File: config.mk
export PLATFORM = sky130hd
export DESIGN_NAME = pmws_sequencer
export DESIGN_NICKNAME = d
export VERILOG_FILES = /design/src/design/pmws_pkg.sv /design/src/design/pmws_sequencer.sv /design/src/design/pmws_wake_helper.sv
export VERILOG_INCLUDE_DIRS = /design/src /design/src/design
export SDC_FILE = /design/constraint.sdc
export NUM_CORES = 1
export LEC_CHECK = 0
export BUFFER_PORTS_ARGS = -buffer_cell sky130_fd_sc_hd__buf_2
export CORE_MARGIN = 5
export CORE_UTILIZATION = 25
export CTS_BUF_LIST = sky130_fd_sc_hd__clkbuf_2 sky130_fd_sc_hd__clkbuf_4 sky130_fd_sc_hd__clkbuf_8
export CTS_CLUSTER_DIAMETER = 120
export DETAILED_ROUTE_END_ITERATION = 12
export HOLD_SLACK_MARGIN = 0.08
export PLACE_DENSITY = 0.43
export SLEW_MARGIN = 20
export SYNTH_ARGS = -nofsm -noshare
export SYNTH_HDL_FRONTEND = slang
export SYNTH_SLANG_ARGS = --single-unit
export TNS_END_PERCENT = 10
File: constraint.sdc
create_clock -name mclk -period 3.9 [get_ports mclk]
set_clock_uncertainty 0.05 [all_clocks]
set_input_delay 0.585 -clock mclk [delete_from_list [all_inputs] [get_ports mclk]]
set_output_delay 0.585 -clock mclk [all_outputs]
set_load 0.02 [all_outputs]
File: src/design/pmws_params.svh
// Constants for the power-mode and wake-up sequencer
`ifndef PMWS_PARAMS_SVH
`define PMWS_PARAMS_SVH
`define PMWS_CLK_MHZ          50
`define PMWS_IRC_MHZ          4
`define PMWS_IRC_START_US     60
`define PMWS_FLASH_START_US   100
`define PMWS_IRC_RESUME_CYC   4
`define PMWS_XTAL_RESUME_CYC  4096
`define PMWS_RESET_CYC        16
`define PMWS_IRC_START_CNT    ((`PMWS_IRC_START_US * `PMWS_CLK_MHZ))
`define PMWS_FLASH_START_CNT  ((`PMWS_FLASH_START_US * `PMWS_CLK_MHZ))
`define PMWS_IRC_DIV          ((`PMWS_CLK_MHZ + `PMWS_IRC_MHZ - 1) / `PMWS_IRC_MHZ)
`endif

File: src/design/pmws_pkg.sv
// Types shared by the power-mode and wake-up sequencer
package pmws_pkg;
   typedef enum logic [2:0]
   {
      PMWS_REQ_NONE  = 3'h0,
      PMWS_REQ_SLEEP = 3'h1,
      PMWS_REQ_DSLP  = 3'h2,
      PMWS_REQ_PDOWN = 3'h3
   } pmws_req_t;

   typedef enum logic [7:0]
   {
      PMWS_ST_RESET = 8'h01,
      PMWS_ST_RUN   = 8'h02,
      PMWS_ST_SLEEP = 8'h04,
      PMWS_ST_DSLP  = 8'h08,
      PMWS_ST_PDOWN = 8'h10,
      PMWS_ST_DPD   = 8'h20,
      PMWS_ST_IRCUP = 8'h40,
      PMWS_ST_RESUM = 8'h80
   } pmws_state_t;
endpackage

File: src/design/pmws_sequencer.sv
// Power-mode and wake-up sequencer top module
`timescale 1ns/1ps
`include "pmws_params.svh"
// Overview of operation
// - Boot and power-down wake use RC oscillator
// - Wake timer guards crystal only on deep-sleep wake
// - Four reduced-power states supported
// - Sleep gates only the core clock
// - Sleep keeps peripherals; interrupt or reset wakes
// - Deep-sleep stops oscillator, gates all clocks
// - Deep-sleep gates RC output, RTC keeps running
// - Deep-sleep kills PLL, clears CPU/USB dividers
// - Deep-sleep ends on reset or clockless interrupt
// - Flash stays powered in deep-sleep
// - Resume after 4 or 4096 cycles
// - Power-down also unpowers RC and flash
// - Power-down wake: 60 us, then 4 cycles
// - Flash counter covers 100 us start-up
// - Deep power-down only via RTC, keeps RTC
// - Deep power-down exits on reset or alarm
// - Interrupt controller mask captured on entry
// - Masked interrupt wakes core without polling
// - Per-peripheral clock gate, taken from per_clk_en
// - Any reset restarts wake timer sequence
module pmws_sequencer
   import pmws_pkg::*;
#(
   parameter int NIRQ         = 32,
   parameter int NPER         = 8,
   parameter int XTAL_CYC     = `PMWS_XTAL_RESUME_CYC,
   parameter int IRC_UP_CYC   = `PMWS_IRC_START_CNT,
   parameter int FLASH_UP_CYC = `PMWS_FLASH_START_CNT
)
(
   input  wire logic            mclk,
   input  wire logic            rst_n,
   input  wire logic            ext_reset_n,
   input  wire logic            osc_ok,
   input  wire logic            flash_init_done,
   input  wire logic [2:0]      mode_req,
   input  wire logic            use_main_osc,
   input  wire logic            rtc_dpd_req,
   input  wire logic            rtc_alarm,
   input  wire logic [NIRQ-1:0] irq_mask,
   input  wire logic [NIRQ-1:0] irq_in,
   input  wire logic [NPER-1:0] per_clk_en,
   input  wire logic            flash_req,
   output logic                 sys_reset_n,
   output logic                 core_clk_en,
   output logic [NPER-1:0]      per_clk_gate,
   output logic                 clk_sel_irc,
   output logic                 main_osc_en,
   output logic                 irc_out_en,
   output logic                 irc_pwr,
   output logic                 pll_on,
   output logic                 div_clear,
   output logic                 flash_pwr,
   output logic                 flash_ready,
   output logic                 flash_stall,
   output logic                 rtc_only
);
   localparam int CW = 20;

   typedef struct packed
   {
      pmws_state_t     st;
      logic [CW-1:0]   cnt;
      logic [CW-1:0]   fcnt;
      logic            src_main;
      logic [1:0]      ext_s;
      logic [1:0]      osc_s;
      logic [1:0]      alm_s;
      logic [1:0]      dpd_s;
      logic [NIRQ-1:0] irq_s1;
      logic [NIRQ-1:0] irq_s2;
      logic            sys_reset_n;
      logic            core_clk_en;
      logic [NPER-1:0] per_clk_gate;
      logic            clk_sel_irc;
      logic            main_osc_en;
      logic            irc_out_en;
      logic            irc_pwr;
      logic            pll_on;
      logic            div_clear;
      logic            flash_pwr;
      logic            flash_ready;
      logic            flash_stall;
      logic            rtc_only;
   } pmws_top_t;

   pmws_top_t r;
   pmws_top_t next_r;
   logic      wake;
   logic      capture;
   logic      release_mask;

   function automatic logic [CW-1:0] to_cw(input int v);
      to_cw = v[CW-1:0];
   endfunction

   // Mask is captured on any deep entry and freed once back in run
   assign capture      = (r.st == PMWS_ST_RUN) && (mode_req == PMWS_REQ_DSLP || mode_req == PMWS_REQ_PDOWN
                         || r.dpd_s[1]);
   assign release_mask = (r.st == PMWS_ST_RUN);

   pmws_wake_helper #(
      .NIRQ (NIRQ)
   ) u_wake (
      .mclk         (mclk),
      .rst_n        (rst_n),
      .capture      (capture),
      .release_mask (release_mask),
      .mask_in      (irq_mask),
      .irq_sync     (r.irq_s2),
      .wake         (wake)
   );

   // Sequencer: mode decode, clock/power controls and wake counters
   always_comb
   begin
      next_r = r;
      next_r.ext_s  = {r.ext_s[0], ext_reset_n};
      next_r.osc_s  = {r.osc_s[0], osc_ok};
      next_r.alm_s  = {r.alm_s[0], rtc_alarm};
      next_r.dpd_s  = {r.dpd_s[0], rtc_dpd_req};
      next_r.irq_s1 = irq_in;
      next_r.irq_s2 = r.irq_s1;
      next_r.div_clear = 1'b0;
      if (r.fcnt != '0)
         next_r.fcnt = r.fcnt - to_cw(1);
      case (r.st)
         PMWS_ST_RESET:
         begin
            // Held until pin released, oscillator up, count done, flash ready
            if (!r.ext_s[1] || !r.osc_s[1])
               next_r.cnt = to_cw(`PMWS_RESET_CYC);
            else if (r.cnt != '0)
               next_r.cnt = r.cnt - to_cw(1);
            else if (flash_init_done)
            begin
               next_r.st          = PMWS_ST_RUN;
               next_r.sys_reset_n = 1'b1;
               next_r.core_clk_en = 1'b1;
            end
         end
         PMWS_ST_RUN:
         begin
            next_r.per_clk_gate = per_clk_en;
            next_r.src_main     = use_main_osc;
            next_r.clk_sel_irc  = !use_main_osc;
            next_r.main_osc_en  = use_main_osc;
            next_r.pll_on       = 1'b1;
            if (r.dpd_s[1])
            begin
               next_r.st           = PMWS_ST_DPD;
               next_r.rtc_only     = 1'b1;
               next_r.core_clk_en  = 1'b0;
               next_r.per_clk_gate = '0;
               next_r.main_osc_en  = 1'b0;
               next_r.irc_out_en   = 1'b0;
               next_r.irc_pwr      = 1'b0;
               next_r.pll_on       = 1'b0;
               next_r.flash_pwr    = 1'b0;
               next_r.flash_ready  = 1'b0;
            end
            else if (mode_req == PMWS_REQ_SLEEP)
            begin
               next_r.st          = PMWS_ST_SLEEP;
               next_r.core_clk_en = 1'b0;
            end
            else if (mode_req == PMWS_REQ_DSLP || mode_req == PMWS_REQ_PDOWN)
            begin
               next_r.st           = (mode_req == PMWS_REQ_DSLP) ? PMWS_ST_DSLP : PMWS_ST_PDOWN;
               next_r.core_clk_en  = 1'b0;
               next_r.per_clk_gate = '0;
               next_r.main_osc_en  = 1'b0;
               next_r.irc_out_en   = 1'b0;
               next_r.pll_on       = 1'b0;
               next_r.div_clear    = 1'b1;
               next_r.irc_pwr      = (mode_req == PMWS_REQ_DSLP);
               next_r.flash_pwr    = (mode_req == PMWS_REQ_DSLP);
               next_r.flash_ready  = (mode_req == PMWS_REQ_DSLP);
            end
         end
         PMWS_ST_SLEEP:
         begin
            // Peripheral clocks keep running so they can raise the wake
            if (|r.irq_s2)
            begin
               next_r.st          = PMWS_ST_RUN;
               next_r.core_clk_en = 1'b1;
            end
         end
         PMWS_ST_DSLP:
         begin
            if (wake)
            begin
               next_r.st          = PMWS_ST_RESUM;
               next_r.irc_out_en  = 1'b1;
               next_r.clk_sel_irc = 1'b1;
               next_r.main_osc_en = r.src_main;
               next_r.cnt = r.src_main ? to_cw(XTAL_CYC - 1) : to_cw(`PMWS_IRC_RESUME_CYC - 1);
            end
         end
         PMWS_ST_PDOWN:
         begin
            if (wake)
            begin
               next_r.st          = PMWS_ST_IRCUP;
               next_r.irc_pwr     = 1'b1;
               next_r.flash_pwr   = 1'b1;
               next_r.clk_sel_irc = 1'b1;
               next_r.cnt         = to_cw(IRC_UP_CYC - 1);
            end
         end
         PMWS_ST_IRCUP:
         begin
            if (r.cnt != '0)
               next_r.cnt = r.cnt - to_cw(1);
            else
            begin
               next_r.st         = PMWS_ST_RESUM;
               next_r.irc_out_en = 1'b1;
               next_r.cnt        = to_cw(`PMWS_IRC_RESUME_CYC - 1);
               next_r.fcnt       = to_cw(FLASH_UP_CYC);
            end
         end
         PMWS_ST_RESUM:
         begin
            // Crystal not used by code until count ends; PLL off on resume, turned back on by run one cycle later
            if (r.cnt != '0)
               next_r.cnt = r.cnt - to_cw(1);
            else
            begin
               next_r.st          = PMWS_ST_RUN;
               next_r.core_clk_en = 1'b1;
               next_r.pll_on      = 1'b0;
            end
         end
         PMWS_ST_DPD:
            next_r.rtc_only = 1'b1; // exits only by reset or alarm
         default:
            next_r.st = PMWS_ST_RESET;
      endcase
      // Alarm or reset pin: supplies come back too, else a pin reset from a deep mode stays unpowered
      if ((r.st == PMWS_ST_DPD && r.alm_s[1]) || (!r.ext_s[1] && r.st != PMWS_ST_RESET))
      begin
         next_r.st           = PMWS_ST_RESET;
         next_r.rtc_only     = 1'b0;
         next_r.irc_pwr      = 1'b1;
         next_r.irc_out_en   = 1'b1;
         next_r.flash_pwr    = 1'b1;
         next_r.clk_sel_irc  = 1'b1;
         next_r.main_osc_en  = 1'b0;
         next_r.pll_on       = 1'b0;
         next_r.core_clk_en  = 1'b0;
         next_r.per_clk_gate = '0;
         next_r.cnt          = to_cw(`PMWS_RESET_CYC);
         next_r.sys_reset_n  = 1'b0;
      end
      // Flash becomes usable only when the start-up counter has run out
      next_r.flash_ready = next_r.flash_pwr && (next_r.fcnt == '0) && (next_r.st != PMWS_ST_IRCUP);
      next_r.flash_stall = flash_req && !next_r.flash_ready;
   end

   // Reset lands in the RC-clocked boot state
   always_ff @(posedge mclk or negedge rst_n)
   begin
      if (!rst_n)
      begin
         r             <= '0;
         r.st          <= PMWS_ST_RESET;
         r.cnt         <= to_cw(`PMWS_RESET_CYC);
         r.clk_sel_irc <= 1'b1;
         r.irc_out_en  <= 1'b1;
         r.irc_pwr     <= 1'b1;
         r.flash_pwr   <= 1'b1;
      end
      else
         r <= next_r;
   end

   assign sys_reset_n  = r.sys_reset_n;
   assign core_clk_en  = r.core_clk_en;
   assign per_clk_gate = r.per_clk_gate;
   assign clk_sel_irc  = r.clk_sel_irc;
   assign main_osc_en  = r.main_osc_en;
   assign irc_out_en   = r.irc_out_en;
   assign irc_pwr      = r.irc_pwr;
   assign pll_on       = r.pll_on;
   assign div_clear    = r.div_clear;
   assign flash_pwr    = r.flash_pwr;
   assign flash_ready  = r.flash_ready;
   assign flash_stall  = r.flash_stall;
   assign rtc_only     = r.rtc_only;

   AST_SLEEP_CORE_ONLY: assert property (@(posedge mclk) disable iff (!rst_n)
      (r.st == PMWS_ST_SLEEP) |-> (!core_clk_en && irc_out_en))
      else $error("Sleep gated more than the core");
   AST_DSLP_CLOCKS: assert property (@(posedge mclk) disable iff (!rst_n)
      (r.st == PMWS_ST_DSLP) |-> (!core_clk_en && per_clk_gate == '0 && !main_osc_en))
      else $error("Deep-sleep clocks not stopped");
   AST_DSLP_IRC_POWERED: assert property (@(posedge mclk) disable iff (!rst_n)
      (r.st == PMWS_ST_DSLP) |-> (irc_pwr && !irc_out_en))
      else $error("Deep-sleep RC gating wrong");
   AST_DSLP_DIV_CLEAR: assert property (@(posedge mclk) disable iff (!rst_n)
      (r.st == PMWS_ST_RUN && mode_req == PMWS_REQ_DSLP && !r.dpd_s[1] && r.ext_s[1]) |=> (div_clear && !pll_on))
      else $error("Dividers not cleared on deep-sleep");
   AST_DSLP_FLASH_ON: assert property (@(posedge mclk) disable iff (!rst_n)
      (r.st == PMWS_ST_DSLP) |-> flash_pwr)
      else $error("Flash unpowered in deep-sleep");
   AST_PDOWN_OFF: assert property (@(posedge mclk) disable iff (!rst_n)
      (r.st == PMWS_ST_PDOWN) |-> (!irc_pwr && !flash_pwr))
      else $error("Power-down left RC or flash on");
   AST_IRC_RESUME: assert property (@(posedge mclk) disable iff (!rst_n)
      (r.st == PMWS_ST_DSLP && wake && !r.src_main && r.ext_s[1]) |=> ##4 core_clk_en)
      else $error("RC resume not four cycles");
   AST_FLASH_STALL: assert property (@(posedge mclk) disable iff (!rst_n)
      (flash_req && r.fcnt > to_cw(1)) |=> (flash_stall && !flash_ready))
      else $error("Flash request not stalled");
   AST_DPD_HOLD: assert property (@(posedge mclk) disable iff (!rst_n)
      (r.st == PMWS_ST_DPD && !r.alm_s[1] && r.ext_s[1]) |=> (r.st == PMWS_ST_DPD))
      else $error("Left deep power-down without cause");

   COV_SLEEP: cover property (@(posedge mclk) disable iff (!rst_n) r.st == PMWS_ST_SLEEP ##1 r.st == PMWS_ST_RUN);
   COV_DSLP: cover property (@(posedge mclk) disable iff (!rst_n) r.st == PMWS_ST_DSLP ##1 r.st == PMWS_ST_RESUM);
   COV_PDOWN: cover property (@(posedge mclk) disable iff (!rst_n) r.st == PMWS_ST_IRCUP ##1 r.st == PMWS_ST_RESUM);
   COV_DPD: cover property (@(posedge mclk) disable iff (!rst_n) r.st == PMWS_ST_DPD ##1 r.st == PMWS_ST_RESET);
endmodule

File: src/design/pmws_wake_helper.sv
// Wake-up interrupt helper: captures the mask and detects wake without a clock
`timescale 1ns/1ps
`include "pmws_params.svh"
module pmws_wake_helper
   import pmws_pkg::*;
#(
   parameter int NIRQ = 32
)
(
   input  wire logic            mclk,
   input  wire logic            rst_n,
   input  wire logic            capture,
   input  wire logic            release_mask,
   input  wire logic [NIRQ-1:0] mask_in,
   input  wire logic [NIRQ-1:0] irq_sync,
   output logic                 wake
);
   typedef struct packed
   {
      logic [NIRQ-1:0] mask;
      logic            wake;
   } pmws_wh_t;

   pmws_wh_t r;
   pmws_wh_t next_r;

   // Mask is held only while clocks are stopped; wake is a level, no polling
   always_comb
   begin
      next_r = r;
      if (capture)
         next_r.mask = mask_in;
      else if (release_mask)
         next_r.mask = '0;
      next_r.wake = |(next_r.mask & irq_sync);
   end

   always_ff @(posedge mclk or negedge rst_n)
   begin
      if (!rst_n)
         r <= '0;
      else
         r <= next_r;
   end

   assign wake = r.wake;

   AST_WAKE_FROM_MASK: assert property (@(posedge mclk) disable iff (!rst_n)
      (!capture && !release_mask && |(r.mask & irq_sync)) |=> wake)
      else $error("Masked interrupt did not wake");
endmodule
# Yosys cells after proc, flatten, opt, wreduce, memory -nomap -nowiden

Cells that the tools add are included.

Register bits: 174
Output and inout bits: 20
RAM bits: 0
Latch bits: 0
Bits in read-only memories: 0
Bits of input ports: 84
Word-level logic and storage cells: 151
Memories kept: 0

Reduce and logical (&&, ||, !) cells: 39
Shifts and indexed selects: 0
Muxes and demuxes: 57
Multiply operators: 0
Bitwise operators: 1
Add/sub/neg operators: 2
Div/mod/pow operators: 0
Magnitude comparators: 0
Equality and inequality tests: 27

Operator list:

| kind                    | number |
|---|---|
| $mux W20                | 6 |
| $pmux W20 S5            | 1 |
| $mux W8                 | 11 |
| $mux W28                | 3 |
| $mux W32                | 2 |
| $pmux W8 S8             | 1 |
| $reduce_or A32 Y1       | 2 |
| $reduce_bool A20 Y1     | 2 |
| $sub A20 B1 Y20 const B | 2 |
| $and A32 B32 Y32        | 1 |
| $logic_not A20 Y1       | 1 |
| $mux W9                 | 2 |
| $ne A3 B3 Y1 const B    | 6 |
| $mux W15                | 1 |
| $mux W7                 | 2 |
| $mux W1                 | 12 |
| $mux W12                | 1 |
| $reduce_bool A3 Y1      | 4 |
| $pmux W1 S2             | 5 |
| $ne A3 B2 Y1 const B    | 3 |
| $eq A8 B1 Y1 const B    | 1 |
| $eq A8 B2 Y1 const B    | 1 |
| $eq A8 B3 Y1 const B    | 1 |
| $eq A8 B4 Y1 const B    | 1 |
| 30 further kinds        | 54 |

# Depth between registers and ports, before layout

Gate-level depths: netlist (run 1).

Word-level depth: 11
Depth in mapped cells: 10
Gate-level depth less buffers: 9

# Modules after synthesis

From an unflattened synthesis (run 1), not the netlist that was laid out.

Cells, all modules: 660
Area, all modules: 7551.0 µm²

Modules (own cells, without submodules):

| module           | times used | area an instance (µm²) | sequential area each (µm²) | cells each |
|---|---|---|---|---|
| pmws_sequencer   | 1          | 6069.6                 | 3535.9                     | 545 |
| pmws_wake_helper | 1          | 1481.4                 | 825.8                      | 115 |

# Least setup slack after synthesis (run 1)

OpenSTA, ideal clock, no wires.

Kind: flip-flop to flip-flop
Start point: reg r[93] (netlist name)
End point: reg r (netlist bit flash_stall)
Data arrival time: 2.713 ns
Path slack: 1.008 ns
Path buffers: 1
Setup time: 0.129 ns
Data required time: 3.721 ns
Clock period less this slack: 2.892 ns
Stages on the path, launching flop included: 11
Cells stage by stage: dfrtp_1 > inv_1 > ha_1 > or4b_1 > or4_4 > or3_1 > buf_6 > o21a_1 > a21oi_2 > nand3_1 > o41a_1

RTL lines:

| element                  | line                  | RTL |
|---|---|---|
| start: declaration       | pmws_sequencer.sv:91  | `pmws_top_t r;` |
| start signal: assignment | pmws_sequencer.sv:280 | `r <= next_r;` |

==> metrics, run 1 <==
worst-case clock buffer depth=2; count of state elements after synthesis=174; sum of overflow across all layers after global routing=0; clock group share of total power=25.9%; count of synthesis-stage warnings from yosys=0; Max transition margin=40.85%; GRT Resource Usage Total=12.51%; number of distinct library cell variants in the gate-level netlist after synthesis=60; count of flip-flops with a built-in enable after synthesis=0; main combinational cell family by area after synthesis=simple AND/OR/NAND/NOR gates; clock tree from TritonCTS=yes; adder-cell area share of the yosys netlist=0.6789%; DR vias=5704; pin count of the biggest net entering global routing=86; sequential-to-total area share from yosys stat=59.16%; Resize count post-CTS=0; critical path required time=4190 ps; effective utilization at floorplan=25.48%; endpoint of the worst register-to-register path=u_wake.wake; global-route wire length before repair=32.95 mm; Final ANT Viol Nets=0; top-level port count=104; slowest stage cell on the critical path=sky130_fd_sc_hd__or4_4; area of the core=0.02894 mm^2; class of the most critical hold timing path=primary input to asynchronous set/reset pin; hold buffer count at CTS=0; number of rows in the core area=62; vertical die dimension=181.7 um; fraction of the mapped netlist area in compound gates=12.17%; setup slack after placement=777.0 ps; die area=0.03302 mm^2; Power per Cell Area=578.2 mW/mm^2; simple-gate area share of the yosys netlist=22.17%; Buffers on Ports=103; slack of the worst reg-to-reg path=770 ps; Iteration-0 DRC Markers=395; clock network latency to the later pin of the worst-skew pair=470 ps; number of global-route vias before repair=5961; worst path cell trace=or4_4 > or4b_1 > buf_4 > nand2_1 > nand2_1 > a22oi_1 > nand4_1 > or4_1; Area Overhead vs Synth=19.84%; total setup buffers inserted after CTS=0; unrepaired setup endpoints after global routing=false; net switching power figure=1.890 mW; deepest level of the CTS H-tree=4; via/cell ratio=4.668; proportion of layout cells with a drive suffix above 1=21.39%; count of fill cells added during filler insertion=3021; Tcrit/Tclk final=80.35%; max-capacitance violation count=0; final-report max-slew violation count=0; combinational share of power=28.7%; drc violations=0; actual transition at the worst max-transition pin=882.0 ps; relative contribution of sequential cells to total power=45.5%; Top FF cell, synth=sky130_fd_sc_hd__dfrtp_1; CP arrival=3430 ps; worst-case setup margin in the final layout=766.5 ps; Critical Path Sink Type=flop; core occupancy in the finished layout=30.53%; WL per Instance=16.94 um; critical path class=flop to flop; cell area after synthesis=0.007372 mm^2; overall die width=181.7 um; CTS root buf=sky130_fd_sc_hd__clkbuf_8; maximum cell stage delay along the critical path=560 ps; share of synthesized flip-flops with an asynchronous set or reset=100.0%; HPWL after detailed placement=15.33 mm; Hold Vio Cnt, Final=0; most common library cell in the layout ignoring fill and taps=sky130_fd_sc_hd__dfrtp_1; count of clock tree sinks=174; WL final=20.70 mm; result of the run=complete, no violations; Max Fclk=319.1 MHz; summed area of non-filler cells in the final layout=0.008835 mm^2; CP max FO=34; commonest cells after routing, fill and taps aside=sky130_fd_sc_hd__dfrtp_1 (168), sky130_fd_sc_hd__nand2_1 (105), sky130_fd_sc_hd__buf_2 (102); multiplexer area fraction after synthesis=0.1527%; share of total power consumed by net switching=36.99%; Min Clock Period, post-route=3134 ps; cell-internal power=3.219 mW; setup-violating endpoint count in the final report=0; fraction of synthesized cell area in xor and xnor cells=2.614%; number of search-and-repair iterations in the first detailed-routing pass=7; Mean Syn Cell Area=10.37 um^2; synthesized net count=799; Cells after Synth=711; Lkg Pwr=3.872 nW; cts bufs inserted=17; Clock Pin Slew Worst Setup and Hold Paths=110 ps; antenna violations before repair=0; peak ir drop on the vdd network=0.0002557 V; start of the worst register-to-register path=r[135]; r2r worst-path depth=8; tightest hold margin=76.26 ps; CP startpoint kind=flop; instance area at placement=0.008404 mm^2; Final TNS setup=0 ps; Post-layout nets=912; weighted congestion reported at the end of routability-driven placement=0.8190; most frequent cell on the critical path=sky130_fd_sc_hd__nand2_1
==> worst max path at each step <==
stage	end	startpoint	slack, ps
after CTS	u_wake.wake	r[135]	750
after global placement	u_wake.wake	r[135]	800
after floorplan	flash_stall	r[93]	1010
after detailed placement	u_wake.wake	r[135]	780
final	u_wake.wake	r[135]	770
after global routing	flash_stall	r[118]	570
==> sequential cells by signal (all words and copies together) (netlist names), 8 cells and up <==
| name | cells |
|---|---|
| u_wake.r | 32 |
| per_clk_gate | 8 |
| r | 85 |
| next_r | 36 |
==> metrics by stage <==
stage	total power, mW	std cells
after CTS	5.178	1221
after floorplan	3.293	711
final	5.108	1222
after global routing	5.477	1221
after detailed placement	3.817	1189
after global placement	3.836	1189
==> synthesized netlist by cell type (all sizes together), types with 15 or more instances <==
cell    instances  area share (%)
dfrtp         168              57
a22oi          17             1.7
nand3          57             3.9
nor2           45             2.3
nor4           25             2.2
nand4          15             1.3
nor3           24             1.7
clkbuf         17            0.87
xnor2          16             1.9
nand2         106             5.4
buf            15             1.5
o21ai          35             2.4
a21oi          34             2.4
==> routing by layer <==
metal | track usage [%] | share of wire (%)
met1 | 17.09 | 47
met2 | 19.79 | 47
met3 | 2.921 | 4.0
met4 | 3.783 | 1.4
met5 | 0 | 0
==> logic make-up after synthesis <==
family / Yosys count
simple gates: 327
flops: 174
compound gates: 137
buf+inv: 46
xor+xnor: 22
fa+ha+maj: 4
mux: 1
==> power groups by stage <==
stage | Combinational, mW | Sequential [mW] | Clock [mW]
floorplan | 0.995 | 2.30 | 0
global route | 1.66 | 2.36 | 1.46
finish | 1.46 | 2.32 | 1.32
detailed placement | 1.47 | 2.35 | 0
global placement | 1.48 | 2.35 | 0
CTS | 1.47 | 2.32 | 1.39
==> layout make-up <==
| cell class | count | area (um^2) | area share [%] |
|---|---|---|---|
| antenna | 1 | 2.502 | 0.02832 |
| clock buffer | 17 | 234.0 | 2.648 |
| clock inverter | 15 | 193.9 | 2.195 |
| inverter | 14 | 52.55 | 0.5948 |
| multi-input combinational | 491 | 2800 | 31.70 |
| sequential | 174 | 4362 | 49.37 |
| tap | 384 | 480.5 | 5.438 |
| timing repair buffer | 126 | 709.4 | 8.030 |
==> worst max-delay path: cells and delay by family (launching register included) <==
family / cells / cell delay (ps)
AOI/OAI and AO/OA: 1 / 250
buffers and inverters: 1 / 270
DFF: 1 / 460
and+or+nand+nor: 6 / 1980
No activity file was read; power rests on OpenSTA's default activity.
==> run 2: changes to the inputs <==
==> constraint.sdc (replaced) <==
create_clock -name mclk -period 3 [get_ports mclk]
set_clock_uncertainty 0.05 [all_clocks]
set_input_delay 0.45 -clock mclk [delete_from_list [all_inputs] [get_ports mclk]]
set_output_delay 0.45 -clock mclk [all_outputs]
set_load 0.02 [all_outputs]
==> run 2 against run 1 <==
Compared with the run above:
- global-route usage up 0.89 points
- non-clock buffer count is 78 higher
- fmax up 7.4%
- worst hold slack improved by 61 ps
- die area is the same
- first-iteration DRC count decreased by 5.1%
- sequential cell count unchanged
- worst setup slack lost 680 ps
- count of clock-buffer cells in the layout did not move
- via count increased by 5.5%
- final cell count increased by 6.3%
- sequential share of layout area down 3.8 points
- critical path type unchanged
- critical endpoint unchanged
- highest routed layer unchanged
==> metrics, run 2 (same netlist as run 1, synthesis figures left out) <==
cell-internal power=4.349 mW; Clock Pin Slew Worst Setup and Hold Paths=110 ps; vertical die dimension=181.7 um; commonest cells after routing, fill and taps aside=sky130_fd_sc_hd__dfrtp_1 (168), sky130_fd_sc_hd__nand2_1 (105), sky130_fd_sc_hd__buf_2 (102); most frequent cell on the critical path=sky130_fd_sc_hd__nand2_1; global-route wire length before repair=35.20 mm; unrepaired setup endpoints after global routing=true; count of clock tree sinks=174; flip-flop count of the largest register, all copies and words added=85; via/cell ratio=4.634; relative contribution of sequential cells to total power=42.6%; overall die width=181.7 um; buffers plus inverters on the worst setup path=1; Max Fclk=342.9 MHz; Area Overhead vs Synth=29.70%; Max transition margin=54.58%; overall power=6.948 mW; WL final=21.79 mm; worst path cell trace=or4_4 > or4b_4 > buf_12 > nand2_1 > nand2_1 > a22oi_2 > nand4_1 > or4_1; WL per Instance=16.78 um; sum of overflow across all layers after global routing=0; setup slack after placement=18.59 ps; area of the core=0.02894 mm^2; share of total power consumed by net switching=37.41%; summed area of non-filler cells in the final layout=0.009562 mm^2; count of fill cells added during filler insertion=2983; effective utilization at floorplan=25.48%; HPWL after detailed placement=16.15 mm; proportion of layout cells with a drive suffix above 1=24.48%; clock tree from TritonCTS=yes; clock group share of total power=25.1%; CP arrival=3220 ps; peak ir drop on the vdd network=0.0002927 V; Tcrit/Tclk final=97.22%; pin count of the biggest net entering global routing=56; number of search-and-repair iterations in the first detailed-routing pass=4; Most flops, register=r; Hold Vio Cnt, Final=0; total setup buffers inserted after CTS=0; Iteration-0 DRC Markers=375; critical path class=flop to flop; antenna diode instance count=0; GRT Resource Usage Total=13.39%; final-report max-slew violation count=0; DR vias=6020; delay-heaviest family, CP=simple AND/OR/NAND/NOR gates; CP startpoint kind=flop; combinational share of power=32.3%; Min Clock Period, post-route=2916 ps; die area=0.03302 mm^2; Critical Path Sink Type=flop; Final TNS setup=0 ps; worst-case clock buffer depth=2; most common library cell in the layout ignoring fill and taps=sky130_fd_sc_hd__dfrtp_1; worst-case setup margin in the final layout=83.54 ps; actual transition at the worst max-transition pin=676.1 ps; cts bufs inserted=17; maximum cell stage delay along the critical path=560 ps; max-capacitance violation count=0; Final ANT Viol Nets=0; slowest stage cell on the critical path=sky130_fd_sc_hd__or4_4; result of the run=complete, no violations; instance area at placement=0.008731 mm^2; setup-violating endpoint count in the final report=0; net switching power figure=2.599 mW; antenna violations before repair=0; top-level port count=104; CP max FO=43; Post-layout nets=990; class of the most critical hold timing path=primary input to flop; Buffers on Ports=103; deepest level of the CTS H-tree=4; weighted congestion reported at the end of routability-driven placement=0.8317; number of rows in the core area=62; Power per Cell Area=726.6 mW/mm^2; critical path required time=3310 ps; number of global-route vias before repair=6417; clock network latency to the later pin of the worst-skew pair=490 ps; Lkg Pwr=4.244 nW; drc violations=0; CTS root buf=sky130_fd_sc_hd__clkbuf_8
==> run 2: per-stage QoR <==
stage / hold slack, ps / std cells / util [%]
after CTS: 90.12 / 1299 / 32.97
after floorplan: 104.4 / 711 / -
final: 137.8 / 1299 / 33.05
after global routing: 98.19 / 1299 / 33.05
after global placement: 282.8 / 1230 / 30.17
after detailed placement: 285.6 / 1230 / 30.17
==> run 2: layout make-up <==
| class | instances | area (um^2) | area share [%] |
|---|---|---|---|
| multi-input cells | 491 | 2820 | 29.49 |
| inverters | 14 | 52.55 | 0.5496 |
| clock inverters | 15 | 200.2 | 2.094 |
| clock buffers | 17 | 234.0 | 2.447 |
| repair buffers | 204 | 1413 | 14.77 |
| flip-flops and latches | 174 | 4362 | 45.62 |
| well taps | 384 | 480.5 | 5.025 |
==> run 2: final timing paths <==
path,slack [ps],cells after the start,end,startpoint
max,80,8,u_wake.wake,r[133]
min,140,2,flash_stall,flash_req
max reg2reg,80,8,u_wake.wake,r[133]
min reg2reg,310,0,r[30],next_r[30]
max in group asynchronous,1670,3,irc_pwr,rst_n
min in group asynchronous,440,2,r[121],rst_n
==> run 2: power groups by stage <==
stage | clock network [mW] | registers, mW | logic [mW]
3_3_place_gp | 0 | 3.01 | 2.20
6_report | 1.75 | 2.96 | 2.24
4_1_cts | 1.82 | 2.96 | 2.25
2_1_floorplan | 0 | 2.99 | 1.29
5_1_grt | 1.91 | 3.01 | 2.53
3_5_place_dp | 0 | 3.00 | 2.20
==> run 2: repair_timing <==
action,4_1_cts,5_1_grt
setup endpoints to repair,1,23
pin swaps,0,0
hold endpoints to repair,85,0
gates resized for setup,1,4
hold buffers,37,0
==> run 2: layer usage <==
layer / GRT usage (%) / wire length (um)
met5: 0 / 0
met1: 18.31 / 10200
met2: 21.39 / 10480
met4: 4.263 / 372
met3: 2.721 / 741
